===== config.mk =====
export PLATFORM = sky130hd
export DESIGN_NAME = bcs_stream_port
export DESIGN_NICKNAME = d
export VERILOG_FILES = /design/src/bcs_pkg.sv /design/src/bcs_stream_port.sv /design/src/bcs_out_stage.sv
export SDC_FILE = /design/constraint.sdc
export NUM_CORES = 1
export LEC_CHECK = 0
export BUFFER_PORTS_ARGS = -buffer_cell sky130_fd_sc_hd__buf_4
export CORE_MARGIN = 2
export CORE_UTILIZATION = 37
export DETAILED_ROUTE_END_ITERATION = 10
export HOLD_SLACK_MARGIN = 0.03
export PLACE_DENSITY = 0.72
export SKIP_LAST_GASP = 1
export SYNTH_ARGS = -nofsm -noshare
export SYNTH_HDL_FRONTEND = slang
export SYNTH_SLANG_ARGS = --single-unit

===== constraint.sdc =====
create_clock -name mclk_i -period 1.2 [get_ports mclk_i]
set_input_delay 0 -clock mclk_i [delete_from_list [all_inputs] [get_ports mclk_i]]
set_output_delay 0 -clock mclk_i [all_outputs]
set_load 0.01 [all_outputs]

===== src/bcs_pkg.sv =====
package bcs_pkg;
  // =====================================================
  // stream geometry and reset values
  localparam int unsigned DATA_W_DEF  = 20;
  localparam int unsigned COUNT_W_DEF = 8;
  localparam logic        DECODER_DEF = 1'b1;
  localparam logic        FLAG_RST    = 1'b0;

  // codeword framing state
  typedef enum logic [0:0] {
    BCS_IDLE,
    BCS_INPKT
  } bcs_frame_t;
endpackage : bcs_pkg


===== src/bcs_stream_port.sv =====
`timescale 1ns/1ns
// Function
// upstream marks first symbol with start
// output start only on first transfer
// offer new data only while ready
// valid low when nothing to offer
// valid exactly when data is valid
// input sink, output source, framed
// both links honour backpressure
// decoder output bus carries data plus count
// output end on last transfer
// count valid with output end
// transfer only when valid and ready
// after reset accept whole codewords only
// stalled output holds stable
module bcs_stream_port
  import bcs_pkg::*;
#(
  parameter int unsigned DATA_W  = DATA_W_DEF,
  parameter int unsigned COUNT_W = COUNT_W_DEF,
  parameter logic        DECODER = DECODER_DEF
)(
  // clock and reset
  input  wire logic               mclk_i,
  input  wire logic               reset_i,
  // input stream sink
  input  wire logic               in_valid_i,
  input  wire logic [DATA_W-1:0]  in_data_i,
  input  wire logic               in_sop_i,
  input  wire logic               in_eop_i,
  output logic                    in_ready_o,
  // processing core result for the symbol being taken
  input  wire logic [DATA_W-1:0]  proc_data_i,
  input  wire logic [COUNT_W-1:0] proc_count_i,
  // output stream source
  input  wire logic               sink_ready_i,
  output logic                    out_valid_o,
  output logic [DATA_W-1:0]       out_data_o,
  output logic                    out_sop_o,
  output logic                    out_eop_o,
  output logic [COUNT_W-1:0]      corrected_count_o,
  output logic [DATA_W+COUNT_W-1:0] out_bundle_o
);
  // =====================================================
  // data path overview
  // a symbol accepted on one edge is offered downstream on the next
  // core result, markers and count travel as one word and stall as one
  // symbols outside a codeword are taken off the link and discarded
  // in_ready_o follows sink_ready_i combinationally: a sink must not
  // derive its ready from this block's ready, or a loop forms
  // =====================================================
  // framing state
  typedef struct packed {
    bcs_frame_t frame;
  } bcs_state_t;

  localparam int unsigned SW = DATA_W + COUNT_W + 2;
  // stage word layout from the top: start, end, count, data
  localparam int unsigned SOP_POS = SW - 1;
  localparam int unsigned EOP_POS = SW - 2;
  localparam int unsigned CNT_HI  = DATA_W + COUNT_W - 1;
  localparam int unsigned CNT_LO  = DATA_W;

  bcs_state_t st_q, st_d;
  logic       take;
  logic       accept;
  logic       stage_free;
  logic       stage_valid;
  logic [SW-1:0] stage_in;
  logic [SW-1:0] stage_out;
  logic [COUNT_W-1:0] count_mux;

  // sink ready follows free room in the output stage
  assign in_ready_o = stage_free;
  assign take       = in_valid_i && in_ready_o;
  // drop symbols that do not belong to a started codeword
  assign accept     = take && (in_sop_i || st_q.frame == BCS_INPKT);

  // count only meaningful on the last symbol of a decoder codeword
  assign count_mux = (DECODER && in_eop_i) ? proc_count_i : '0;
  assign stage_in  = {in_sop_i, in_eop_i, count_mux, proc_data_i};

  // =====================================================
  // frame tracking
  always_comb
  begin
    st_d = st_q;
    if (accept)
    begin
      case (st_q.frame)
        BCS_IDLE:  st_d.frame = in_eop_i ? BCS_IDLE : BCS_INPKT;
        BCS_INPKT: st_d.frame = in_eop_i ? BCS_IDLE : BCS_INPKT;
        default:   st_d.frame = BCS_IDLE;
      endcase
    end
  end

  // frame register
  always_ff @(posedge mclk_i)
  begin
    if (reset_i)
      st_q.frame <= BCS_IDLE;
    else
      st_q <= st_d;
  end

  // =====================================================
  // output stage
  bcs_out_stage #(
    .W (SW)
  ) u_stage (
    .mclk_i       (mclk_i),
    .reset_i      (reset_i),
    .load_i       (accept),
    .word_i       (stage_in),
    .free_o       (stage_free),
    .sink_ready_i (sink_ready_i),
    .valid_o      (stage_valid),
    .word_o       (stage_out)
  );

  // output field split
  assign out_valid_o       = stage_valid;
  assign out_sop_o         = stage_valid && stage_out[SOP_POS];
  assign out_eop_o         = stage_valid && stage_out[EOP_POS];
  assign corrected_count_o = stage_out[CNT_HI:CNT_LO];
  assign out_data_o        = stage_out[DATA_W-1:0];
  assign out_bundle_o      = {stage_out[DATA_W-1:0], corrected_count_o};

  // =====================================================
  // input side checks
  // room in the stage, either empty or draining, keeps the sink ready
  ready_free_a: assert property (@(posedge mclk_i) disable iff (reset_i)
    !out_valid_o || sink_ready_i |-> in_ready_o)
    else $error("ready low with room in stage");

  // full and stalled stage refuses input
  ready_room_a: assert property (@(posedge mclk_i) disable iff (reset_i)
    out_valid_o && !sink_ready_i |-> !in_ready_o)
    else $error("ready high with full stage");

  // accepted symbol is offered on the next edge
  load_data_a: assert property (@(posedge mclk_i) disable iff (reset_i)
    accept |=> out_valid_o && out_data_o == $past(proc_data_i))
    else $error("accepted symbol not offered");

  // no output word without an input transfer
  no_take_a: assert property (@(posedge mclk_i) disable iff (reset_i)
    !out_valid_o |=> !out_valid_o || $past(accept))
    else $error("output without input transfer");

  // =====================================================
  // framing checks
  // first accepted symbol of a codeword carries the start marker
  sop_first_a: assert property (@(posedge mclk_i) disable iff (reset_i)
    accept && st_q.frame == BCS_IDLE |=> out_sop_o)
    else $error("start marker missing on first word");

  // inner symbols carry no start marker
  sop_other_a: assert property (@(posedge mclk_i) disable iff (reset_i)
    accept && st_q.frame == BCS_INPKT && !in_sop_i |=> !out_sop_o)
    else $error("start marker on inner word");

  // last symbol carries the end marker
  eop_last_a: assert property (@(posedge mclk_i) disable iff (reset_i)
    accept && in_eop_i |=> out_eop_o)
    else $error("end marker missing");

  // an unfinished codeword leaves the frame open
  frame_open_a: assert property (@(posedge mclk_i) disable iff (reset_i)
    accept && !in_eop_i |=> st_q.frame == BCS_INPKT)
    else $error("frame not opened");

  // the end marker closes the frame
  frame_close_a: assert property (@(posedge mclk_i) disable iff (reset_i)
    accept && in_eop_i |=> st_q.frame == BCS_IDLE)
    else $error("frame not closed");

  // no accepted transfer, no framing change
  frame_keep_a: assert property (@(posedge mclk_i) disable iff (reset_i)
    !accept |=> st_q.frame == $past(st_q.frame))
    else $error("frame moved without transfer");

  // symbols outside a codeword are dropped
  orphan_drop_a: assert property (@(posedge mclk_i) disable iff (reset_i)
    take && !in_sop_i && st_q.frame == BCS_IDLE && !out_valid_o |=> !out_valid_o)
    else $error("orphan symbol forwarded");

  // leaving reset: empty stage, ready sink, closed frame
  release_clean_a: assert property (@(posedge mclk_i) disable iff (reset_i)
    $fell(reset_i) |-> !out_valid_o && in_ready_o && st_q.frame == BCS_IDLE)
    else $error("state not clean after reset");

  // =====================================================
  // output side checks
  // count of the codeword rides with its end marker
  count_eop_a: assert property (@(posedge mclk_i) disable iff (reset_i)
    accept && in_eop_i && DECODER |=> corrected_count_o == $past(proc_count_i))
    else $error("count not presented with end");

  // inner words carry a zero count
  count_inner_a: assert property (@(posedge mclk_i) disable iff (reset_i)
    accept && !in_eop_i |=> corrected_count_o == '0)
    else $error("count on inner word");

  // stalled word keeps its data
  valid_hold_a: assert property (@(posedge mclk_i) disable iff (reset_i)
    out_valid_o && !sink_ready_i |=> out_valid_o && $stable(out_data_o))
    else $error("data changed while stalled");

  // stalled word keeps its markers and count
  marker_stall_a: assert property (@(posedge mclk_i) disable iff (reset_i)
    out_valid_o && !sink_ready_i |=> $stable(out_sop_o) && $stable(out_eop_o)
      && $stable(corrected_count_o))
    else $error("markers changed while stalled");

  // a taken word with nothing behind it leaves valid low
  drain_idle_a: assert property (@(posedge mclk_i) disable iff (reset_i)
    out_valid_o && sink_ready_i && !accept |=> !out_valid_o)
    else $error("valid kept without new data");
endmodule : bcs_stream_port


===== src/bcs_out_stage.sv =====
`timescale 1ns/1ns
// =====================================================
// output holding register: one-entry source stage
module bcs_out_stage
  import bcs_pkg::*;
#(
  parameter int unsigned W = 32
)(
  // clock and reset
  input  wire logic         mclk_i,
  input  wire logic         reset_i,
  // upstream side
  input  wire logic         load_i,
  input  wire logic [W-1:0] word_i,
  output logic              free_o,
  // downstream side
  input  wire logic         sink_ready_i,
  output logic              valid_o,
  output logic [W-1:0]      word_o
);
  typedef struct packed {
    logic         valid;
    logic [W-1:0] word;
  } bcs_stage_t;

  bcs_stage_t s_q, s_d;

  // accept a new word only when empty or draining this cycle
  assign free_o  = !s_q.valid || sink_ready_i;
  assign valid_o = s_q.valid;
  assign word_o  = s_q.word;

  // next state
  always_comb
  begin
    s_d = s_q;
    if (load_i && free_o)
    begin
      s_d.valid = 1'b1;
      s_d.word  = word_i;
    end
    else if (sink_ready_i)
    begin
      s_d.valid = FLAG_RST;
    end
  end

  // state register
  always_ff @(posedge mclk_i)
  begin
    if (reset_i)
      s_q <= '0;
    else
      s_q <= s_d;
  end

  // held word stays stable while stalled
  hold_stable_a: assert property (@(posedge mclk_i) disable iff (reset_i)
    s_q.valid && !sink_ready_i |=> s_q.valid && $stable(s_q.word))
    else $error("output changed while stalled");
  // word leaves when downstream ready
  drain_step_a: assert property (@(posedge mclk_i) disable iff (reset_i)
    s_q.valid && sink_ready_i && !load_i |=> !s_q.valid)
    else $error("output not drained");
endmodule : bcs_out_stage


==> metrics <==
Synth-to-Final Area Change 43.20%; critical path class reg2out; setup bufs post-CTS 0; Yosys Warn Count 0; buffer type at the clock tree root clkbuf_8; Slew headroom between 70% and 80%; drt drc 0; Post-Synthesis Cell Area 0.001692 mm²; largest net degree at the start of global routing 35; status completed; Initial Util between 30% and 40%; RR Startpoint u_stage.valid_o; crit path cell chain nor2b_4 > inv_4 > buf_4; CTS tree done; Pwr per Cell Area about 1100 mW/mm²; DR pass1 iterations 4; setup slack, reg-to-reg 0.05 ns; dpl hpwl 2605 µm; die area approximately 0.0051 mm²; I/O pin cnt 114; min-delay worst type in2reg; Final Wtd Congestion approximately 0.66; FP Rows 24; Sink Count 32; first-pass GRT wire length 6699 µm; Yosys top cell area share a little under two fifths; multi-input logic area about 540 µm²; vias in the first global route 1472; Clock H-tree levels 2; critical path launch point type flip-flop; Post-Syn Area per Cell between 8 and 9 µm²; leakage 1.071 nW; RSZ-0062 raised after global routing yes; Synth Net Count 257; core area about 0.0044 mm²; FF-to-FF End st_q; Detailed Route Iter0 Violations 48; routed len/inst 12.89 µm; Fill cells approximately 400; Tcrit/Tclk final 99.03%; DIE WIDTH approximately 72 µm; WP data required approximately 1.2 ns; IO buf count just over 90; CTS max path bufs 2; sequential cell area 640.6 µm²; die height 71.62 µm; Tmin final 1.188 ns; Gate Count Post-Synth ~200; Min-Delay Endpoint u_stage.word_o[25]; share of cells above drive strength 1 41.64%; total grt overflow 0; final setup skew about 0.0084 ns; fmax between 0.8 and 0.9 GHz; area leader, netlist dfxtp_1; R2R depth 4; hold depth 2; initial antenna violation count 0; Critical Path Fanout Max 34; synth top area cells dfxtp_1 (38%), buf_4 (27%), a21oi_1 (9.5%), o21ai_0 (7.7%), nand3_1 (6.5%); synth unique cells 17; sequential area share after synthesis 37.87%; slowest CP cell dfxtp_1; Slew @ Worst Pin approximately 0.34 ns; Reg clk slew, reported paths approximately 0.070 ns; Synth Register Bits 32; Hold Crit Start reset_i; hold violation count in the final report 0; clock latency on the worst-skew pair 0.28 ns; CP arrival 1.19 ns; GRT Total Usage between 10% and 20%; Nets roughly 320; TritonCTS Buffers 5; max-cap viol count 0; ANT nets after route 0; Worst setup EP type output pin; via count 1576; antenna diode count 0; Final Power 2.571 mW; Max VDD drop ~0.47 mV; CP peak stage delay a little over 0.3 ns; Slew Limit Fails 0; vias per cell 4.910; Fin Setup TNS 0 ns; DRT Wirelength 4137 µm; final setup fails 0
==> timing repair <==
item	4_1_cts	5_1_grt
pin swaps	0	0
hold buffers	31	0
endpoints found under the setup margin	24	32
hold endpoints to repair	30	0
resized for setup	1	2
==> per-stage QoR <==
step / instance area [µm²] / hold WS (ns) / std cells / util, % / setup WS [ns]
after floorplan: 1692 / 0.06786 / 203 / - / 0.1483
after global placement: 2007 / 0.2646 / 282 / 45.78 / -0.1005
after detailed placement: 2007 / 0.2708 / 282 / 45.78 / -0.1124
after CTS: 2412 / 0.1064 / 321 / 55.02 / 0.01343
after global routing: 2422 / 0.1285 / 321 / 55.25 / -0.05204
final: 2422 / 0.1104 / 321 / 55.25 / 0.01170
==> cell usage after synthesis, drive strengths merged <==
cell type	instances
nand3	22
inv	1
a311oi	1
o21ai	31
o21a	1
nand4	8
and2	2
a21oi	32
nor2b	1
clkbuf	5
dfxtp	32
buf	67
==> area by class of cell <==
type / instances / area share, %
timing repair buffer: 130 / 44.68
sequential: 32 / 26.45
multi-input combinational: 98 / 22.11
clock buffer: 6 / 3.409
tap: 52 / 2.686
clock inverter: 2 / 0.4132
inverter: 1 / 0.2583
==> placed cells by master (no fill, tap or decap) <==
| master | Yosys | layout |
|---|---|---|
| buf_4 | 60 | 96 |
| a21oi_1 | 32 | 32 |
| dfxtp_1 | 32 | 32 |
| dlygate4sd3_1 | 0 | 31 |
| o21ai_0 | 26 | 26 |
| nand3_1 | 22 | 22 |
| nand4_1 | 8 | 8 |
| clkbuf_8 | 0 | 6 |
| o21ai_1 | 4 | 4 |
| and2_1 | 2 | 2 |
| clkinv_2 | 0 | 2 |
| buf_12 | 0 | 2 |
| nor2b_4 | 1 | 1 |
| inv_4 | 0 | 1 |
| o21a_4 | 0 | 1 |
| o21ai_2 | 1 | 1 |
| a311oi_2 | 1 | 1 |
| buf_6 | 2 | 1 |
==> flip-flops by register name, indices dropped and copies added (netlist names) <==
signal and flops:
u_stage.valid_o 1, st_q 1, u_stage.word_o 30
==> power breakdown <==
part	internal (mW)	switching, mW	leakage, nW	total [mW]
logic	0.331	0.250	0.758	0.580
registers	1.12	0.0394	0.262	1.16
clock network	0.457	0.374	0.0510	0.831
total	1.91	0.663	1.07	2.57
==> worst max-delay path, delay by kind of cell, from the launching register on <==
| family | cells | cell delay (ns) |
|---|---|---|
| flops | 1 | 0.31 |
| simple gates | 1 | 0.13 |
| buf+inv | 2 | 0.45 |
==> worst max path at each step <==
stage               cells past startpoint            endpoint       startpoint
finish                                  3          in_ready_o  u_stage.valid_o
global route                            3          in_ready_o  u_stage.valid_o
CTS                                     3          in_ready_o  u_stage.valid_o
detailed placement                      4                st_q  u_stage.valid_o
global placement                        4                st_q  u_stage.valid_o
floorplan                               5  u_stage.word_o[10]  u_stage.valid_o
==> layer usage <==
layer	vias to the layer above	track usage (%)	routed length, µm
met2	73	30.14	2199
li1	774	-	-
met4	0	4.193	40
met3	6	5.063	359
met1	723	18.50	1537
met5	-	0	0
==> kinds of logic (layout without fill, tap and decap cells) <==
logic type	count (synthesis)	after routing	synth area share, %
DFF	32	32	37.87
and+or+nand+nor	33	33	11.02
buffers and inverters	73	139	30.84
AOI/OAI and AO/OA	65	65	20.27
(Power assumes the default switching activity.)
